--- config.mk ---
export PLATFORM = sky130hd
export DESIGN_NAME = dcntm_top
export DESIGN_NICKNAME = d
export VERILOG_FILES = /design/src/hw/dcntm_pkg.sv /design/src/hw/dcntm_tick_if.sv /design/src/hw/dcntm_pin.sv /design/src/hw/dcntm_prescale.sv /design/src/hw/dcntm_top.sv
export VERILOG_INCLUDE_DIRS = /design/src /design/src/hw
export SDC_FILE = /design/constraint.sdc
export NUM_CORES = 1
export LEC_CHECK = 0
export BUFFER_PORTS_ARGS = -buffer_cell sky130_fd_sc_hd__buf_2
export CAP_MARGIN = 5
export CORE_MARGIN = 1.5
export CORE_UTILIZATION = 30
export CTS_BUF_LIST = sky130_fd_sc_hd__clkbuf_2 sky130_fd_sc_hd__clkbuf_4 sky130_fd_sc_hd__clkbuf_8
export DETAILED_ROUTE_END_ITERATION = 7
export SLEW_MARGIN = 20
export SYNTH_ARGS = -nofsm -noshare
export SYNTH_HDL_FRONTEND = slang
export SYNTH_SLANG_ARGS = --single-unit
--- constraint.sdc ---
create_clock -name sys_clk -period 4.1 [get_ports sys_clk]
set_input_delay 0.41 -clock sys_clk [delete_from_list [all_inputs] [get_ports sys_clk]]
set_output_delay 0.41 -clock sys_clk [all_outputs]
set_load 0.005 [all_outputs]
--- src/hw/dcntm_regs.svh ---
// Behaviour
// - overflow sets timer flag; software clear or interrupt vector clears it. Timer 1 overflow sets no flag while timer 0 is split.
// - run bit per timer, 0 stops, 1 runs subject to gate. Timer 1 ignores its run bit while timer 0 is split.
// - edge type sets external flag on active edge; clear by software or vector.
// - level type flag follows active input level; vector does not clear it.
// - type-select bit per external input, 0 level, 1 edge.
// - gate 0 runs on run bit; gate 1 also needs active external input. Timer 1 ignores its gate while timer 0 is split.
// - count-select 0 uses chosen clock; 1 counts falling edges of count pin. Timer 1 uses its clock while timer 0 is split.
// - timer 0 modes: 13-bit, 16-bit, 8-bit reload, two 8-bit timers.
// - timer 1 modes like timer 0, code 11 makes it inactive.
// - clock-select 0 prescaled, 1 system clock; ignored in counter function.
// - prescale field: sysclk/12, sysclk/4, sysclk/48, external clock/8.
// - external clock is synchronised before dividing by eight.
// - timer 2 high-byte select only in split mode: 1 sysclk, 0 external choice.
// - timer 2 low-byte select clocks whole timer or low byte when split.
// - timer 3 high and low byte selects behave like timer 2 ones.
// - timer 0 low and high count bytes readable, writable, reset zero.
// - timer 1 low count byte readable, writable, reset zero.
// - 13-bit mode uses high byte plus five low bits; flag on wrap.
// - 8-bit reload mode reloads low byte from unchanged high byte.
// - timer 0 split high byte runs on timer 1 run bit, sets its flag.
`ifndef DCNTM_REGS_SVH
`define DCNTM_REGS_SVH

// ==========================================
// register addresses
`define DCNTM_ADDR_TCS   8'h88
`define DCNTM_ADDR_TMS   8'h89
`define DCNTM_ADDR_TL0   8'h8A
`define DCNTM_ADDR_TL1   8'h8B
`define DCNTM_ADDR_TH0   8'h8C
`define DCNTM_ADDR_TH1   8'h8D
`define DCNTM_ADDR_CKS   8'h8E
`define DCNTM_RESET_VAL  8'h00
`define DCNTM_READ_ZERO  8'h00

// ==========================================
// control/status bits
`define DCNTM_TF1        7
`define DCNTM_TR1        6
`define DCNTM_TF0        5
`define DCNTM_TR0        4
`define DCNTM_IE1        3
`define DCNTM_IT1        2
`define DCNTM_IE0        1
`define DCNTM_IT0        0

// ==========================================
// mode select fields
`define DCNTM_TIMER1_GATE_ENABLE      7
`define DCNTM_CT1        6
`define DCNTM_T1M_HI     5
`define DCNTM_T1M_LO     4
`define DCNTM_TIMER0_GATE_ENABLE      3
`define DCNTM_CT0        2
`define DCNTM_T0M_HI     1
`define DCNTM_T0M_LO     0

// ==========================================
// clock select fields
`define DCNTM_TIMER3_HIBYTE_SYSCLK_SEL       7
`define DCNTM_TIMER3_LOBYTE_SYSCLK_SEL       6
`define DCNTM_TIMER2_HIBYTE_SYSCLK_SEL       5
`define DCNTM_TIMER2_LOBYTE_SYSCLK_SEL       4
`define DCNTM_T1SYS      3
`define DCNTM_T0SYS      2
`define DCNTM_SCA_HI     1
`define DCNTM_SCA_LO     0

// ==========================================
// prescaler codes and divider counts
`define DCNTM_PSC_DIV12  2'h0
`define DCNTM_PSC_DIV4   2'h1
`define DCNTM_PSC_DIV48  2'h2
`define DCNTM_PSC_EXT8   2'h3
`define DCNTM_DIV12_LAST 4'hB
`define DCNTM_DIV4_LAST  2'h3
`define DCNTM_DIV48_LAST 2'h3
`define DCNTM_EXT8_LAST  3'h7
`define DCNTM_T13_LO_MSB 4
`define DCNTM_BYTE_MSB   7

`endif

--- src/hw/dcntm_pkg.sv ---
package dcntm_pkg;
  typedef logic [7:0] dcntm_byte_t;
  // operating mode field, enumerated in field-code order
  typedef enum logic [1:0] {
    DCNTM_MODE_13BIT,
    DCNTM_MODE_16BIT,
    DCNTM_MODE_RELOAD8,
    DCNTM_MODE_SPLIT8
  } dcntm_mode_e;
endpackage

--- src/hw/dcntm_tick_if.sv ---
`timescale 1ns/1ps
// ==========================================
// prescaler to timer core ticks
interface dcntm_tick_if;
  logic [1:0] prescale_sel;
  logic       presc_tick;
  logic       div12_tick;
  logic       ext8_tick;
  modport src (input prescale_sel, output presc_tick, output div12_tick, output ext8_tick);
  modport dst (output prescale_sel, input presc_tick, input div12_tick, input ext8_tick);
endinterface

--- src/hw/dcntm_pin.sv ---
`timescale 1ns/1ps
`include "dcntm_regs.svh"
// ==========================================
// pin sampler with active level and active-edge pulse
module dcntm_pin (
  input  wire logic sys_clk,
  input  wire logic rst_n,
  input  wire logic pin,
  input  wire logic active_high,
  output logic      active,
  output logic      active_edge
);
  logic sample;
  logic sample_prev;
  logic next_sample;
  logic next_sample_prev;

  // next sample values
  always_comb begin
    next_sample      = pin;
    next_sample_prev = sample;
  end

  // sample registers
  always_ff @(posedge sys_clk) begin
    if (!rst_n) begin
      sample      <= 1'b0;
      sample_prev <= 1'b0;
    end else begin
      sample      <= next_sample;
      sample_prev <= next_sample_prev;
    end
  end

  // transition into the active level
  assign active      = (sample == active_high);
  assign active_edge = active && (sample_prev != active_high);
endmodule

--- src/hw/dcntm_prescale.sv ---
`timescale 1ns/1ps
`include "dcntm_regs.svh"
// ==========================================
// shared prescaler and external clock divider
module dcntm_prescale (
  input  wire logic sys_clk,
  input  wire logic rst_n,
  input  wire logic ext_osc_clk,
  dcntm_tick_if.src tick
);
  logic [3:0] cnt12;
  logic [1:0] cnt48;
  logic [2:0] cnt8;
  logic       ext_s1;
  logic       ext_s2;
  logic       ext_s3;
  logic       presc;
  logic       d12;
  logic       e8;
  logic [3:0] next_cnt12;
  logic [1:0] next_cnt48;
  logic [2:0] next_cnt8;
  logic       next_presc;
  logic       next_d12;
  logic       next_e8;
  logic       wrap12;
  logic       ext_rise;

  // divider next state
  always_comb begin
    wrap12     = (cnt12 == `DCNTM_DIV12_LAST);
    ext_rise   = ext_s2 && !ext_s3;
    next_cnt12 = wrap12 ? 4'h0 : cnt12 + 4'h1;
    next_cnt48 = wrap12 ? cnt48 + 2'h1 : cnt48;
    next_cnt8  = ext_rise ? cnt8 + 3'h1 : cnt8;
    next_d12   = wrap12;
    next_e8    = ext_rise && (cnt8 == `DCNTM_EXT8_LAST);
    case (tick.prescale_sel)
      `DCNTM_PSC_DIV12: next_presc = wrap12;
      `DCNTM_PSC_DIV4:  next_presc = (cnt12[1:0] == `DCNTM_DIV4_LAST);
      `DCNTM_PSC_DIV48: next_presc = wrap12 && (cnt48 == `DCNTM_DIV48_LAST);
      `DCNTM_PSC_EXT8:  next_presc = next_e8;
      default:          next_presc = 1'b0;
    endcase
  end

  // divider and synchroniser registers
  always_ff @(posedge sys_clk) begin
    if (!rst_n) begin
      cnt12  <= 4'h0;
      cnt48  <= 2'h0;
      cnt8   <= 3'h0;
      ext_s1 <= 1'b0;
      ext_s2 <= 1'b0;
      ext_s3 <= 1'b0;
      presc  <= 1'b0;
      d12    <= 1'b0;
      e8     <= 1'b0;
    end else begin
      cnt12  <= next_cnt12;
      cnt48  <= next_cnt48;
      cnt8   <= next_cnt8;
      ext_s1 <= ext_osc_clk;
      ext_s2 <= ext_s1;
      ext_s3 <= ext_s2;
      presc  <= next_presc;
      d12    <= next_d12;
      e8     <= next_e8;
    end
  end

  assign tick.presc_tick = presc;
  assign tick.div12_tick = d12;
  assign tick.ext8_tick  = e8;
endmodule

--- src/hw/dcntm_top.sv ---
`timescale 1ns/1ps
`include "dcntm_regs.svh"
// ==========================================
// dual counter/timer control with register access
module dcntm_top (
  input  wire logic               sys_clk,
  input  wire logic               rst_n,
  input  wire logic [7:0]         sfr_addr,
  input  wire logic               sfr_wr,
  input  wire logic               sfr_rd,
  input  wire dcntm_pkg::dcntm_byte_t sfr_wdata,
  output dcntm_pkg::dcntm_byte_t  sfr_rdata,
  input  wire logic               ext_irq_input_zero,
  input  wire logic               ext_irq_input_one,
  input  wire logic               ext_irq0_polarity,
  input  wire logic               ext_irq1_polarity,
  input  wire logic               count_input_zero,
  input  wire logic               count_input_one,
  input  wire logic               ext_osc_clk,
  input  wire logic               ack_timer0,
  input  wire logic               ack_timer1,
  input  wire logic               ack_ext_irq0,
  input  wire logic               ack_ext_irq1,
  input  wire logic               timer2_split,
  input  wire logic               timer2_ext_clock_select,
  input  wire logic               timer3_split,
  input  wire logic               timer3_ext_clock_select,
  output logic                    timer0_overflow_flag,
  output logic                    timer1_overflow_flag,
  output logic                    ext_irq0_flag,
  output logic                    ext_irq1_flag,
  output logic                    timer1_overflow_tick,
  output logic                    timer2_lo_tick,
  output logic                    timer2_hi_tick,
  output logic                    timer3_lo_tick,
  output logic                    timer3_hi_tick
);
  import dcntm_pkg::*;

  dcntm_byte_t timer_control_status;
  dcntm_byte_t timer_mode_select;
  dcntm_byte_t timer0_low_byte;
  dcntm_byte_t timer1_low_byte;
  dcntm_byte_t timer0_high_byte;
  dcntm_byte_t timer1_high_byte;
  dcntm_byte_t timer_clock_select;
  dcntm_byte_t rdata;
  logic        t1_ovf_tick;
  logic        t2_lo;
  logic        t2_hi;
  logic        t3_lo;
  logic        t3_hi;

  dcntm_byte_t next_timer_control_status;
  dcntm_byte_t next_timer_mode_select;
  dcntm_byte_t next_timer0_low_byte;
  dcntm_byte_t next_timer1_low_byte;
  dcntm_byte_t next_timer0_high_byte;
  dcntm_byte_t next_timer1_high_byte;
  dcntm_byte_t next_timer_clock_select;
  dcntm_byte_t next_rdata;
  logic        next_t1_ovf_tick;
  logic        next_t2_lo;
  logic        next_t2_hi;
  logic        next_t3_lo;
  logic        next_t3_hi;

  logic        ext_irq_input_zero_active;
  logic        ext_irq_input_zero_edge;
  logic        ext_irq_input_one_active;
  logic        ext_irq_input_one_edge;
  logic        cnt0_fall;
  logic        cnt1_fall;
  logic        timer0_step;
  logic        timer1_step;
  logic        th0_step;
  logic        timer0_ovf;
  logic        timer1_ovf;
  logic        th0_ovf;
  logic        t0_split;
  logic        t0_clk;
  logic        t1_clk;
  logic        t2_choice;
  logic        t3_choice;
  dcntm_mode_e t0_mode;
  dcntm_mode_e t1_mode;
  logic [16:0] t0_res;
  logic [16:0] t1_res;
  logic [8:0]  th0_res;

  dcntm_tick_if tick_bus ();

  // ==========================================
  // pin samplers and prescaler
  dcntm_pin u_ext_irq_input_zero (
    .sys_clk     (sys_clk),
    .rst_n       (rst_n),
    .pin         (ext_irq_input_zero),
    .active_high (ext_irq0_polarity),
    .active      (ext_irq_input_zero_active),
    .active_edge (ext_irq_input_zero_edge)
  );

  dcntm_pin u_ext_irq_input_one (
    .sys_clk     (sys_clk),
    .rst_n       (rst_n),
    .pin         (ext_irq_input_one),
    .active_high (ext_irq1_polarity),
    .active      (ext_irq_input_one_active),
    .active_edge (ext_irq_input_one_edge)
  );

  // count pins: active low, so the edge pulse is a high-to-low transition
  dcntm_pin u_cnt0 (
    .sys_clk     (sys_clk),
    .rst_n       (rst_n),
    .pin         (count_input_zero),
    .active_high (1'b0),
    .active      (),
    .active_edge (cnt0_fall)
  );

  dcntm_pin u_cnt1 (
    .sys_clk     (sys_clk),
    .rst_n       (rst_n),
    .pin         (count_input_one),
    .active_high (1'b0),
    .active      (),
    .active_edge (cnt1_fall)
  );

  dcntm_prescale u_presc (
    .sys_clk     (sys_clk),
    .rst_n       (rst_n),
    .ext_osc_clk (ext_osc_clk),
    .tick        (tick_bus)
  );

  assign tick_bus.prescale_sel = timer_clock_select[`DCNTM_SCA_HI:`DCNTM_SCA_LO];

  // ==========================================
  // helpers
  // timer clock: system clock or prescaled tick
  function automatic logic timer_clock(input logic sys_sel, input logic presc);
    timer_clock = sys_sel | presc;
  endfunction

  // one count step; returns {overflow, high, low}
  function automatic logic [16:0] tmr_step(input dcntm_mode_e m, input dcntm_byte_t lo,
                                           input dcntm_byte_t hi, input logic en);
    logic [12:0] c13;
    logic [15:0] c16;
    logic [8:0]  c8;
    c13 = {hi, lo[`DCNTM_T13_LO_MSB:0]} + 13'h0001;
    c16 = {hi, lo} + 16'h0001;
    c8  = {1'b0, lo} + 9'h001;
    tmr_step = {1'b0, hi, lo};
    if (en) begin
      case (m)
        DCNTM_MODE_13BIT:
          tmr_step = {&{hi, lo[`DCNTM_T13_LO_MSB:0]}, c13[12:`DCNTM_T13_LO_MSB+1],
                      lo[`DCNTM_BYTE_MSB:`DCNTM_T13_LO_MSB+1], c13[`DCNTM_T13_LO_MSB:0]};
        DCNTM_MODE_16BIT:
          tmr_step = {&{hi, lo}, c16};
        DCNTM_MODE_RELOAD8:
          tmr_step = {c8[8], hi, (c8[8] ? hi : c8[7:0])};
        DCNTM_MODE_SPLIT8:
          tmr_step = {c8[8], hi, c8[7:0]};
        default:
          tmr_step = {1'b0, hi, lo};
      endcase
    end
  endfunction

  // ==========================================
  // counting, flags, register writes and reads
  always_comb begin
    t0_mode  = dcntm_mode_e'(timer_mode_select[`DCNTM_T0M_HI:`DCNTM_T0M_LO]);
    t1_mode  = dcntm_mode_e'(timer_mode_select[`DCNTM_T1M_HI:`DCNTM_T1M_LO]);
    t0_split = (t0_mode == DCNTM_MODE_SPLIT8);
    t0_clk   = timer_clock(timer_clock_select[`DCNTM_T0SYS], tick_bus.presc_tick);
    t1_clk   = timer_clock(timer_clock_select[`DCNTM_T1SYS], tick_bus.presc_tick);
    // timer 0: gate, run and source
    timer0_step = timer_control_status[`DCNTM_TR0]
                  && (!timer_mode_select[`DCNTM_TIMER0_GATE_ENABLE] || ext_irq_input_zero_active)
                  && (timer_mode_select[`DCNTM_CT0] ? cnt0_fall : t0_clk);
    // timer 1: with timer 0 split it runs on its mode and timer clock only
    if (t0_split) begin
      timer1_step = (t1_mode != DCNTM_MODE_SPLIT8) && t1_clk;
    end else begin
      timer1_step = timer_control_status[`DCNTM_TR1]
                    && (!timer_mode_select[`DCNTM_TIMER1_GATE_ENABLE] || ext_irq_input_one_active)
                    && (t1_mode != DCNTM_MODE_SPLIT8)
                    && (timer_mode_select[`DCNTM_CT1] ? cnt1_fall : t1_clk);
    end
    th0_step   = t0_split && timer_control_status[`DCNTM_TR1] && t0_clk;
    t0_res     = tmr_step(t0_mode, timer0_low_byte, timer0_high_byte, timer0_step);
    t1_res     = tmr_step(t1_mode, timer1_low_byte, timer1_high_byte, timer1_step);
    th0_res    = {1'b0, timer0_high_byte} + 9'h001;
    timer0_ovf = t0_res[16];
    timer1_ovf = t1_res[16];
    th0_ovf    = th0_step && th0_res[8];

    // counts: a software write overrides the step of the same cycle
    next_timer0_low_byte  = t0_res[7:0];
    next_timer0_high_byte = th0_step ? th0_res[7:0] : t0_res[15:8];
    next_timer1_low_byte  = t1_res[7:0];
    next_timer1_high_byte = t1_res[15:8];
    next_timer_control_status = timer_control_status;
    next_timer_mode_select    = timer_mode_select;
    next_timer_clock_select   = timer_clock_select;
    if (sfr_wr) begin
      case (sfr_addr)
        `DCNTM_ADDR_TCS: next_timer_control_status = sfr_wdata;
        `DCNTM_ADDR_TMS: next_timer_mode_select    = sfr_wdata;
        `DCNTM_ADDR_TL0: next_timer0_low_byte      = sfr_wdata;
        `DCNTM_ADDR_TL1: next_timer1_low_byte      = sfr_wdata;
        `DCNTM_ADDR_TH0: next_timer0_high_byte     = sfr_wdata;
        `DCNTM_ADDR_TH1: next_timer1_high_byte     = sfr_wdata;
        `DCNTM_ADDR_CKS: next_timer_clock_select   = sfr_wdata;
        default:         next_timer_control_status = timer_control_status;
      endcase
    end

    // overflow flags: vector ack clears, hardware set wins
    next_timer_control_status[`DCNTM_TF0] =
      (next_timer_control_status[`DCNTM_TF0] && !ack_timer0) || timer0_ovf;
    next_timer_control_status[`DCNTM_TF1] =
      (next_timer_control_status[`DCNTM_TF1] && !ack_timer1)
      || th0_ovf || (timer1_ovf && !t0_split);

    // external interrupt flags: edge latched or level followed
    if (timer_control_status[`DCNTM_IT0]) begin
      next_timer_control_status[`DCNTM_IE0] =
        (next_timer_control_status[`DCNTM_IE0] && !ack_ext_irq0) || ext_irq_input_zero_edge;
    end else begin
      next_timer_control_status[`DCNTM_IE0] = ext_irq_input_zero_active;
    end
    if (timer_control_status[`DCNTM_IT1]) begin
      next_timer_control_status[`DCNTM_IE1] =
        (next_timer_control_status[`DCNTM_IE1] && !ack_ext_irq1) || ext_irq_input_one_edge;
    end else begin
      next_timer_control_status[`DCNTM_IE1] = ext_irq_input_one_active;
    end

    // timer 1 overflow pulse, also while timer 0 is split
    next_t1_ovf_tick = timer1_ovf;

    // clock enables for timers 2 and 3
    t2_choice  = timer2_ext_clock_select ? tick_bus.ext8_tick : tick_bus.div12_tick;
    t3_choice  = timer3_ext_clock_select ? tick_bus.ext8_tick : tick_bus.div12_tick;
    next_t2_lo = timer_clock_select[`DCNTM_TIMER2_LOBYTE_SYSCLK_SEL] | t2_choice;
    next_t2_hi = timer2_split ? (timer_clock_select[`DCNTM_TIMER2_HIBYTE_SYSCLK_SEL] | t2_choice)
                              : next_t2_lo;
    next_t3_lo = timer_clock_select[`DCNTM_TIMER3_LOBYTE_SYSCLK_SEL] | t3_choice;
    next_t3_hi = timer3_split ? (timer_clock_select[`DCNTM_TIMER3_HIBYTE_SYSCLK_SEL] | t3_choice)
                              : next_t3_lo;

    // read data, unmapped addresses read zero
    next_rdata = rdata;
    if (sfr_rd) begin
      case (sfr_addr)
        `DCNTM_ADDR_TCS: next_rdata = timer_control_status;
        `DCNTM_ADDR_TMS: next_rdata = timer_mode_select;
        `DCNTM_ADDR_TL0: next_rdata = timer0_low_byte;
        `DCNTM_ADDR_TL1: next_rdata = timer1_low_byte;
        `DCNTM_ADDR_TH0: next_rdata = timer0_high_byte;
        `DCNTM_ADDR_TH1: next_rdata = timer1_high_byte;
        `DCNTM_ADDR_CKS: next_rdata = timer_clock_select;
        default:         next_rdata = `DCNTM_READ_ZERO;
      endcase
    end
  end

  // state registers
  always_ff @(posedge sys_clk) begin
    if (!rst_n) begin
      timer_control_status <= `DCNTM_RESET_VAL;
      timer_mode_select    <= `DCNTM_RESET_VAL;
      timer0_low_byte      <= `DCNTM_RESET_VAL;
      timer1_low_byte      <= `DCNTM_RESET_VAL;
      timer0_high_byte     <= `DCNTM_RESET_VAL;
      timer1_high_byte     <= `DCNTM_RESET_VAL;
      timer_clock_select   <= `DCNTM_RESET_VAL;
      rdata                <= `DCNTM_READ_ZERO;
      t1_ovf_tick          <= 1'b0;
      t2_lo                <= 1'b0;
      t2_hi                <= 1'b0;
      t3_lo                <= 1'b0;
      t3_hi                <= 1'b0;
    end else begin
      timer_control_status <= next_timer_control_status;
      timer_mode_select    <= next_timer_mode_select;
      timer0_low_byte      <= next_timer0_low_byte;
      timer1_low_byte      <= next_timer1_low_byte;
      timer0_high_byte     <= next_timer0_high_byte;
      timer1_high_byte     <= next_timer1_high_byte;
      timer_clock_select   <= next_timer_clock_select;
      rdata                <= next_rdata;
      t1_ovf_tick          <= next_t1_ovf_tick;
      t2_lo                <= next_t2_lo;
      t2_hi                <= next_t2_hi;
      t3_lo                <= next_t3_lo;
      t3_hi                <= next_t3_hi;
    end
  end

  // outputs straight from registers
  assign sfr_rdata            = rdata;
  assign timer0_overflow_flag = timer_control_status[`DCNTM_TF0];
  assign timer1_overflow_flag = timer_control_status[`DCNTM_TF1];
  assign ext_irq0_flag        = timer_control_status[`DCNTM_IE0];
  assign ext_irq1_flag        = timer_control_status[`DCNTM_IE1];
  assign timer1_overflow_tick = t1_ovf_tick;
  assign timer2_lo_tick       = t2_lo;
  assign timer2_hi_tick       = t2_hi;
  assign timer3_lo_tick       = t3_lo;
  assign timer3_hi_tick       = t3_hi;
endmodule

==> results_dict.tcl, run 1 <==
set metrics [dict create \
    start_util_pct 30.4 \
    gp_congestion 0.867 \
    final.period_utilization_pct 55.7 \
    stdcell_area_um2 5580 \
    ios 52 \
    cap_violations 0 \
    share_comb_of_total_power_pct 6.8 \
    cts_htree_levels 3 \
    drt_iter0_markers 437 \
    grt_pass1_vias 4122 \
    p_int_mw 1.18 \
    postCtsSetupRepairBufs 0 \
    place_hpwl_um 10800 \
    dieHeight_um 132 \
    p_leak_nw 2.07 \
    post_drt_wl_per_cell_um 17.6 \
    vias_per_cell 5.28 \
    fp-row-count 47 \
    p_clk_share_pct 38.1 \
    root_buffer "clkbuf_8" \
    netlist_area_um2 5010 \
    ys_seq_area_share_pct 36.7 \
    irDropWorstVdd_v 0.000154 \
    ys_ff_latch 92 \
    r2r_start "timer1_low_byte[0]$_SDFF_PN0_" \
    dieArea_um2 17500 \
    ant_nets 0 \
    async_reset_ff_share_pct 0 \
    end_kind "flop" \
    hold_viol_final 0 \
    min_period_ns 2.28 \
    start_kind "flop" \
    gr-total-overflow 0 \
    grt_first_pass_wirelength_um 23700 \
    n_antenna_cell 0 \
    maxSlewViolCount 0 \
    io_buffer_count 51 \
    fmax_mhz 438 \
    firstDrtPassIters 6 \
    hold_buffers 0 \
    worstMarginPinSlew_ns 0.914 \
    rsz0062_at_grt "false" \
    cpMostUsedCell "nor3_1" \
    cp_max_fo 11 \
    clockBufferDepth 2 \
    power.switching_mw 0.470 \
    synth_cell_types 66 \
    skew_ns 0.0167 \
    relSlewSlack_pct 38.9 \
    hold_class "primary input to flop" \
    power_frac_seq_pct 55.1 \
    synth_edf_count 0 \
    drive_above_1_share_pct 15.1 \
    area_growth_pct 11.3 \
    setup_viol 0 \
    final.setup.tns_ns 0 \
    drc_errors 0 \
    min-delay-start "ext_osc_clk" \
    dp.cells 833 \
    crit_type "flop to flop" \
    netlist_instances 597 \
    clock_latency_ns 0.40 \
    cts_buffers 9 \
    status "completed" \
    finalNonFillerCells 849 \
    wirelength_um 14900 \
    die_w_um 132 \
    cts_tree "built" \
    synthesis.nets 639 \
    grt_start_max_net_pins 46 \
    final_net_count 666 \
    vias 4486 \
    antenna_found_initial 0 \
    cp_cell_sequence "ha_1, nand4_1, nor3_1, o221ai_1, nor3_1, xnor2_1, a21oi_1" \
    power_density_nw_per_um2 296 \
    slowest_stage "dfxtp_1" \
    cts_resized 0 \
    cpPeakStageDelay_ns 0.46 \
    cp.required_ns 4.36 \
    track_usage_pct 17.6 \
    path_clk_slew_ns 0.11 \
    synth_warnings 0 \
    arrival_ns 2.54 \
    crit_start "timer1_low_byte[0]$_SDFF_PN0_" \
    detailed_place.area_um2 5380 \
    switching_share_pct 28.4 \
    core_um2 16500 \
    syn_avg_cell_area_um2 8.40 \
    cts.sinks 92 \
    synth_ff_type "dfxtp_1" \
]
metrics by stage:
| stage | setup slack [ns] | hold slack, ns | utilization, % | total power [mW] |
|---|---|---|---|---|
| floorplan | 2.27 | 0.412 | - | 0.992 |
| global placement | 1.74 | 0.415 | 32.7 | 1.04 |
| detailed placement | 1.72 | 0.422 | 32.7 | 1.04 |
| CTS | 1.82 | 0.194 | 33.9 | 1.67 |
| global route | 1.55 | 0.198 | 33.9 | 1.72 |
| finish | 1.82 | 0.208 | 33.9 | 1.65 |
worst max-delay path, delay by kind of cell (launching register included):
family,cells,cell delay [ns]
simple gates,3,0.99
compound gates,2,0.33
xor+xnor,1,0.16
flops,1,0.46
fa+ha+maj,1,0.20
synth_stat cells, types with 3 or more instances:
library cell  instances  share of area, %
mux2_2                3              0.67
or2_2                 3              0.37
nand2_1              53               4.0
o21a_1                3              0.45
mux4_2                7               3.1
nor3_1               19               1.9
xor2_1               10               1.7
buf_1                 3              0.22
o22ai_1               3              0.37
nand2b_1              5              0.62
o211ai_1              9               1.3
a211oi_1              6              0.90
nand4_1               9               1.1
xnor2_1              13               2.3
o2111ai_1             4              0.70
and3_1                6              0.75
and4_1                4              0.70
nor2_1               55               4.1
nor4_1                3              0.37
nand3_1              26               2.6
clkbuf_1             16               1.2
nor2b_1               8               1.0
buf_2                13               1.3
nor3b_1               5              0.75
o21ai_0              52               5.2
mux2i_1              34               6.8
or3_1                 6              0.75
ha_1                  7               1.7
inv_1                 7              0.52
a21oi_1              44               4.4
and2_1               17               2.1
a31oi_1               6              0.75
dfxtp_1              92                37
flip-flops by register name (all words and copies together), names as in the netlist, 2 cells and up:
name,cells
sfr_rdata,8
u_presc.cnt48,2
timer0_high_byte,8
timer1_low_byte,8
timer0_low_byte,8
timer_control_status,8
timer_clock_select,8
timer_mode_select,8
u_presc.cnt8,3
u_presc.cnt12,4
timer1_high_byte,8
cell usage in the layout, fill, tap and decap left out, types with 3 or more instances in the layout:
cell type   n
dfxtp_1    92
nor2_1     55
nand2_1    53
o21ai_0    52
buf_2      51
a21oi_1    44
mux2i_1    34
nand3_1    26
nor3_1     19
and2_1     17
xnor2_1    13
xor2_1     10
nand4_1     9
o211ai_1    9
clkbuf_8    9
nor2b_1     8
inv_1       7
mux4_2      7
ha_1        7
or3_1       6
and3_1      6
a31oi_1     6
a211oi_1    6
nand2b_1    5
nor3b_1     5
and4_1      4
o2111ai_1   4
or2_2       3
o22ai_1     3
nor4_1      3
mux2_2      3
o21a_1      3
inv_8       3
layout make-up:
type                       count  area (µm²)
clock inverter                 7        75.1
inverter                       9        33.8
sequential                    92        1840
multi-input combinational    459        2960
tap                          220         275
timing repair buffer          53         270
clock buffer                   9         124
fill                        1747       10900
power by group through the flow:
stage               Sequential, mW  Combinational [mW]  Clock (mW)
floorplan                    0.930              0.0628           0
global placement             0.932               0.111           0
detailed placement           0.933               0.111           0
CTS                          0.912               0.112       0.651
global route                 0.914               0.122       0.687
finish                       0.912               0.112       0.630
final timing paths:
| kind | to | slack, ns | cells after the start |
|---|---|---|---|
| worst min register to register | u_presc.ext_s2$_SDFF_PN0_ | 0.45 | 1 |
| worst max-delay path | timer1_high_byte[6]$_SDFF_PN0_ | 1.82 | 7 |
| worst min-delay path | u_presc.ext_s1$_SDFF_PN0_ | 0.21 | 2 |
| worst max register to register | timer1_high_byte[6]$_SDFF_PN0_ | 1.82 | 7 |
per-layer routing:
metal  GRT usage [%]  part of all wire [%]  wire length [µm]  vias to the layer above
li1                -                     -                 -                     2220
met3            4.77                   7.7              1160                       30
met1            24.2                    47              6960                     2072
met5               0                     0                 0                        -
met2            26.3                    43              6410                      164
met4            6.53                   2.7               396                        0
logic make-up (layout without fill, tap and decap cells):
| kind of cell | after synthesis | count (layout) | synth area share [%] |
|---|---|---|---|
| xor+xnor | 23 | 23 | 4.02 |
| simple gates | 232 | 232 | 23.9 |
| mux | 44 | 44 | 10.6 |
| fa+ha+maj | 7 | 7 | 1.75 |
| compound gates | 153 | 153 | 18.8 |
| flops | 92 | 92 | 36.7 |
| buf+inv | 46 | 78 | 4.19 |
Note: power is estimated with default switching activity, not from simulation.
==> run 2, diff against run 1 <==
--- a/config.mk
+++ b/config.mk
@@ -6,6 +6,7 @@
 export SDC_FILE = /design/constraint.sdc
 export NUM_CORES = 1
 export LEC_CHECK = 0
+export ABC_AREA = 1
 export BUFFER_PORTS_ARGS = -buffer_cell sky130_fd_sc_hd__buf_2
 export CAP_MARGIN = 5
 export CORE_MARGIN = 1.5
==> constraint.sdc (replaced) <==
create_clock -name sys_clk -period 2.4 [get_ports sys_clk]
set_input_delay 0.24 -clock sys_clk [delete_from_list [all_inputs] [get_ports sys_clk]]
set_output_delay 0.24 -clock sys_clk [all_outputs]
set_load 0.005 [all_outputs]
==> results_dict.tcl, run 2 <==
set metrics [dict create \
    status "completed" \
    synth_compound_area_share_pct 17.8 \
    gp_congestion 0.907 \
    core_um2 18600 \
    r2r_start "timer1_low_byte[1]$_SDFF_PN0_" \
    vias_per_cell 5.07 \
    cts.sinks 92 \
    arrival_ns 2.45 \
    cap_violations 0 \
    layout_commonest_cell "nand2_1" \
    p_int_mw 2.11 \
    post-synth-top-area-fraction_pct 32.3 \
    skew_ns 0.0206 \
    synth_area_leader_cell "dfxtp_1" \
    clockBufferDepth 2 \
    rsz0062_at_grt "false" \
    setup_ws_ns 0.225 \
    cpLargestDelayFamily "simple AND/OR/NAND/NOR gates" \
    relSlewSlack_pct 61.9 \
    fmax_mhz 460 \
    cpPeakStageDelay_ns 0.44 \
    synthMuxAreaShare_pct 0.901 \
    path_buf_inv 0 \
    start_kind "flop" \
    final_net_count 1019 \
    synth_most_common_cell "nand2_1" \
    cts_tree "built" \
    ant_nets 0 \
    ys_ff_latch 92 \
    synth_top_family_by_area "simple AND/OR/NAND/NOR gates" \
    hold_class "primary input to flop" \
    ys_seq_area_share_pct 32.3 \
    final.setup.tns_ns 0 \
    cp.required_ns 2.67 \
    wirelength_um 18700 \
    die_w_um 141 \
    setup_viol 0 \
    switching_share_pct 27.1 \
    root_buffer "clkbuf_8" \
    post_drt_wl_per_cell_um 15.3 \
    power_density_nw_per_um2 449 \
    cp_cell_sequence "ha_1, nand2_1, nor2_4, nand3_1, o21ai_0, nor2_1, o21ai_0, nor2_1" \
    grt_start_max_net_pins 56 \
    synth_ff_type "dfxtp_1" \
    netlist_instances 926 \
    synth_cell_types 39 \
    crit_type "flop to flop" \
    netlist_area_um2 5690 \
    clock_latency_ns 0.39 \
    synth_common_cells "nand2_1 (234), inv_1 (125), nor2_1 (108)" \
    fp-row-count 50 \
    synthTopCellsByArea "dfxtp_1 (32%), nand2_1 (15%), inv_1 (8.2%)" \
    gr-total-overflow 0 \
    cts_buffers 9 \
    slowest_stage "dfxtp_1" \
    endpoint "timer1_low_byte[0]$_SDFF_PN0_" \
    cts_resized 0 \
    io_buffer_count 51 \
    synth_edf_count 0 \
    hold_ws_ns 0.0274 \
    synth-adder-area-share_pct 1.54 \
    synth-simple-area-share_pct 35.1 \
    vias 6171 \
    maxSlewViolCount 0 \
    grt_pass1_vias 5556 \
    track_usage_pct 19.4 \
    antenna_found_initial 0 \
    worstSetupPathDepth 8 \
    cp_max_fo 12 \
    crit_start "timer1_low_byte[1]$_SDFF_PN0_" \
    reg2reg_to "timer1_low_byte[0]$_SDFF_PN0_" \
    firstDrtPassIters 6 \
    area_growth_pct 13.1 \
    drc_errors 0 \
    irDropWorstVdd_v 0.000276 \
    path_clk_slew_ns 0.11 \
    cts_htree_levels 3 \
    hold_viol_final 0 \
    dieHeight_um 141 \
    syn_avg_cell_area_um2 6.15 \
    power_frac_seq_pct 53.9 \
    synth-xor-area-share_pct 1.69 \
    final_cell_mix "nand2_1 (234), inv_1 (125), nor2_1 (108)" \
    n_antenna_cell 0 \
    drt_iter0_markers 679 \
    power.switching_mw 0.782 \
    dp_slack_ns 0.233 \
    p_clk_share_pct 39.6 \
    rrSetupSlack_ns 0.22 \
    final_core_util_pct 34.6 \
    synthesis.nets 968 \
    p_leak_nw 2.79 \
    end_kind "flop" \
    hold_buffers 0 \
    postCtsSetupRepairBufs 0 \
    ios 52 \
    drive_above_1_share_pct 10.1 \
    worstMarginPinSlew_ns 0.570 \
    dieArea_um2 19800 \
    grt_first_pass_wirelength_um 30000 \
    place_hpwl_um 14200 \
    async_reset_ff_share_pct 0 \
    final.period_utilization_pct 90.6 \
    synth_warnings 0 \
    total_power_mw 2.89 \
    start_util_pct 30.5 \
    min_period_ns 2.18 \
    reg2reg_depth 8 \
    share_comb_of_total_power_pct 6.5 \
]
-- run 2: metal layers --
| metal | wire [µm] | GRT usage (%) |
|---|---|---|
| met5 | 0 | 0 |
| met4 | 433 | 6.91 |
| met3 | 935 | 1.83 |
| met2 | 8210 | 29.8 |
| met1 | 9070 | 28.1 |
-- run 2: kinds of logic (layout without fill, tap and decap cells) --
logic type | after synthesis | in the layout
compound gates | 194 | 194
xor+xnor | 11 | 11
fa+ha+maj | 7 | 7
buf+inv | 153 | 209
flops | 92 | 92
mux | 5 | 5
simple gates | 464 | 464
-- run 2: how the worst min path moves through the flow --
stage	cells after the start	slack [ns]	end	start
2_1_floorplan	2	0.34	u_cnt0.next_sample_prev$_SDFF_PN0_	count_input_zero
3_3_place_gp	2	0.40	u_presc.ext_s2$_SDFF_PN0_	u_presc.ext_s1$_SDFF_PN0_
3_5_place_dp	2	0.40	u_presc.ext_s2$_SDFF_PN0_	u_presc.ext_s1$_SDFF_PN0_
4_1_cts	3	0.02	u_ext_irq_input_zero.next_sample_prev$_SDFF_PN0_	ext_irq_input_zero
5_1_grt	3	0.03	u_presc.ext_s1$_SDFF_PN0_	ext_osc_clk
6_report	3	0.03	u_ext_irq_input_zero.next_sample_prev$_SDFF_PN0_	ext_irq_input_zero
-- run 2: cell type report --
| type | count | area [µm²] |
|---|---|---|
| Fill cell | 2062 | 12200 |
| Multi-Input combinational cell | 681 | 3250 |
| Sequential cell | 92 | 1840 |
| Inverter | 127 | 478 |
| Timing Repair Buffer | 66 | 368 |
| Tap cell | 234 | 293 |
| Clock buffer | 9 | 124 |
| Clock inverter | 7 | 90.1 |
-- run 2: worst min-delay path, cell delays in order --
cell,delay (ns)
buf_2,0.07
nand2_1,0.04
inv_1,0.04
-- run 2: per-stage QoR --
stage	instances	area, µm²
2_1_floorplan	926	5690
3_3_place_gp	1200	6230
3_5_place_dp	1200	6230
4_1_cts	1216	6440
5_1_grt	1216	6440
6_report	1216	6440
-- run 2: power groups by stage --
stage / Clock, mW / Sequential [mW] / Combinational (mW)
floorplan: 0 / 1.59 / 0.0980
global placement: 0 / 1.59 / 0.186
detailed placement: 0 / 1.59 / 0.186
CTS: 1.18 / 1.56 / 0.187
global route: 1.24 / 1.56 / 0.210
finish: 1.15 / 1.56 / 0.187
==> run 3, diff against run 2 <==
--- a/config.mk
+++ b/config.mk
@@ -10,7 +10,7 @@
 export BUFFER_PORTS_ARGS = -buffer_cell sky130_fd_sc_hd__buf_2
 export CAP_MARGIN = 5
 export CORE_MARGIN = 1.5
-export CORE_UTILIZATION = 30
+export CORE_UTILIZATION = 42
 export CTS_BUF_LIST = sky130_fd_sc_hd__clkbuf_2 sky130_fd_sc_hd__clkbuf_4 sky130_fd_sc_hd__clkbuf_8
 export DETAILED_ROUTE_END_ITERATION = 7
 export SLEW_MARGIN = 20
==> results_dict.tcl, run 3 (same netlist as run 2, synthesis figures left out) <==
set metrics [dict create \
    total_power_mw 2.78 \
    ios 52 \
    place_hpwl_um 13500 \
    layout_commonest_cell "nand2_1" \
    postCtsSetupRepairBufs 0 \
    p_clk_share_pct 37.4 \
    dieHeight_um 119 \
    drive_above_1_share_pct 9.81 \
    min_period_ns 2.13 \
    final_net_count 1016 \
    power_density_nw_per_um2 440 \
    drc_errors 0 \
    cpPeakStageDelay_ns 0.46 \
    crit_type "flop to flop" \
    fmax_mhz 470 \
    min-delay-start "count_input_zero" \
    setup_viol 0 \
    hold_class "primary input to flop" \
    vias 6013 \
    status "completed" \
    switching_share_pct 26.9 \
    final_cell_mix "nand2_1 (234), inv_1 (125), nor2_1 (108)" \
    cp_cell_sequence "ha_1, nand2_1, nor2_4, nand3_1, o21ai_0, nor2_1, o21ai_0, nor2_1" \
    wirelength_um 18300 \
    cp_max_fo 12 \
    grt_start_max_net_pins 50 \
    die_w_um 119 \
    end_kind "flop" \
    dieArea_um2 14300 \
    rsz0062_at_grt "false" \
    maxSlewViolCount 0 \
    multi_input_area_um2 3250 \
    area.sequential_um2 1840 \
    ant_nets 0 \
    final.period_utilization_pct 88.6 \
    cts.sinks 92 \
    share_comb_of_total_power_pct 6.7 \
    cp.required_ns 2.68 \
    grt_first_pass_wirelength_um 29800 \
    track_usage_pct 26.8 \
    p_leak_nw 2.77 \
    irDropWorstVdd_v 0.000434 \
    post_drt_wl_per_cell_um 15.9 \
    area_growth_pct 11.0 \
    cts_buffers 9 \
    nFillCells 1481 \
    clock_latency_ns 0.39 \
    worstMarginPinSlew_ns 0.528 \
    clockBufferDepth 2 \
    cts_htree_levels 3 \
    core_um2 13200 \
    arrival_ns 2.41 \
    n_antenna_cell 0 \
    r2r_start "timer1_low_byte[1]$_SDFF_PN0_" \
    final.setup.tns_ns 0 \
    skew_ns 0.0107 \
    antenna_found_initial 0 \
    power_frac_seq_pct 56.0 \
    cts_tree "built" \
    hold_buffers 0 \
    start_kind "flop" \
    path_clk_slew_ns 0.09 \
    finalNonFillerCells 1155 \
    io_buffer_count 51 \
    grt_pass1_vias 5638 \
    cts_resized 0 \
    hold_viol_final 0 \
    crit_start "timer1_low_byte[1]$_SDFF_PN0_" \
    cap_violations 0 \
    dp.cells 1139 \
    gr-total-overflow 0 \
    drt_iter0_markers 618 \
    gp_congestion 0.958 \
    root_buffer "clkbuf_8" \
    vias_per_cell 5.21 \
    power.switching_mw 0.749 \
    firstDrtPassIters 5 \
    start_util_pct 43.0 \
    p_int_mw 2.03 \
    slowest_stage "dfxtp_1" \
    relSlewSlack_pct 64.7 \
    fp-row-count 42 \
]
-- run 3: metrics by stage --
stage / setup WS (ns) / util [%] / area (µm²) / hold WS, ns
6_report: 0.273 / 47.7 / 6320 / 0.0291
3_5_place_dp: 0.295 / 46.3 / 6130 / 0.410
4_1_cts: 0.282 / 47.7 / 6320 / 0.00801
2_1_floorplan: 0.819 / - / 5690 / 0.338
3_3_place_gp: 0.325 / 46.3 / 6130 / 0.413
5_1_grt: 0.00791 / 47.7 / 6320 / 0.0237
-- run 3: area by class of cell --
class                           count  share of cell area (%)
Multi-Input combinational cell    681                    51.4
Sequential cell                    92                    29.1
Inverter                          127                    7.56
Timing Repair Buffer               63                    5.46
Tap cell                          176                    3.48
Clock buffer                       11                    2.30
Clock inverter                      5                   0.693
-- run 3: layer usage --
metal,vias up,GRT usage (%),part of all wire (%)
met5,-,0,0
met1,2712,37.9,49
met4,0,8.63,2.2
met3,26,3.88,4.9
met2,186,42.1,44
li1,3089,-,-
-- run 3: critical path: cells and delay by family, from the launching register on --
| kind | cells | cell delay (ns) |
|---|---|---|
| DFF | 1 | 0.46 |
| adders and majority gates | 1 | 0.35 |
| AOI/OAI and AO/OA | 2 | 0.42 |
| and+or+nand+nor | 5 | 0.80 |
-- run 3: final timing paths --
kind	endpoint	slack, ns	depth (start not counted)
hold reg to reg	u_presc.ext_s2$_SDFF_PN0_	0.43	2
hold / removal	u_cnt0.next_sample_prev$_SDFF_PN0_	0.03	3
setup reg to reg	timer1_low_byte[0]$_SDFF_PN0_	0.27	8
setup / recovery	timer1_low_byte[0]$_SDFF_PN0_	0.27	8
-- run 3: power groups by stage --
stage,clock network (mW),registers [mW],logic (mW)
6_report,1.04,1.56,0.186
5_1_grt,1.12,1.56,0.208
4_1_cts,1.08,1.56,0.184
3_5_place_dp,0,1.59,0.183
2_1_floorplan,0,1.59,0.0980
3_3_place_gp,0,1.59,0.183
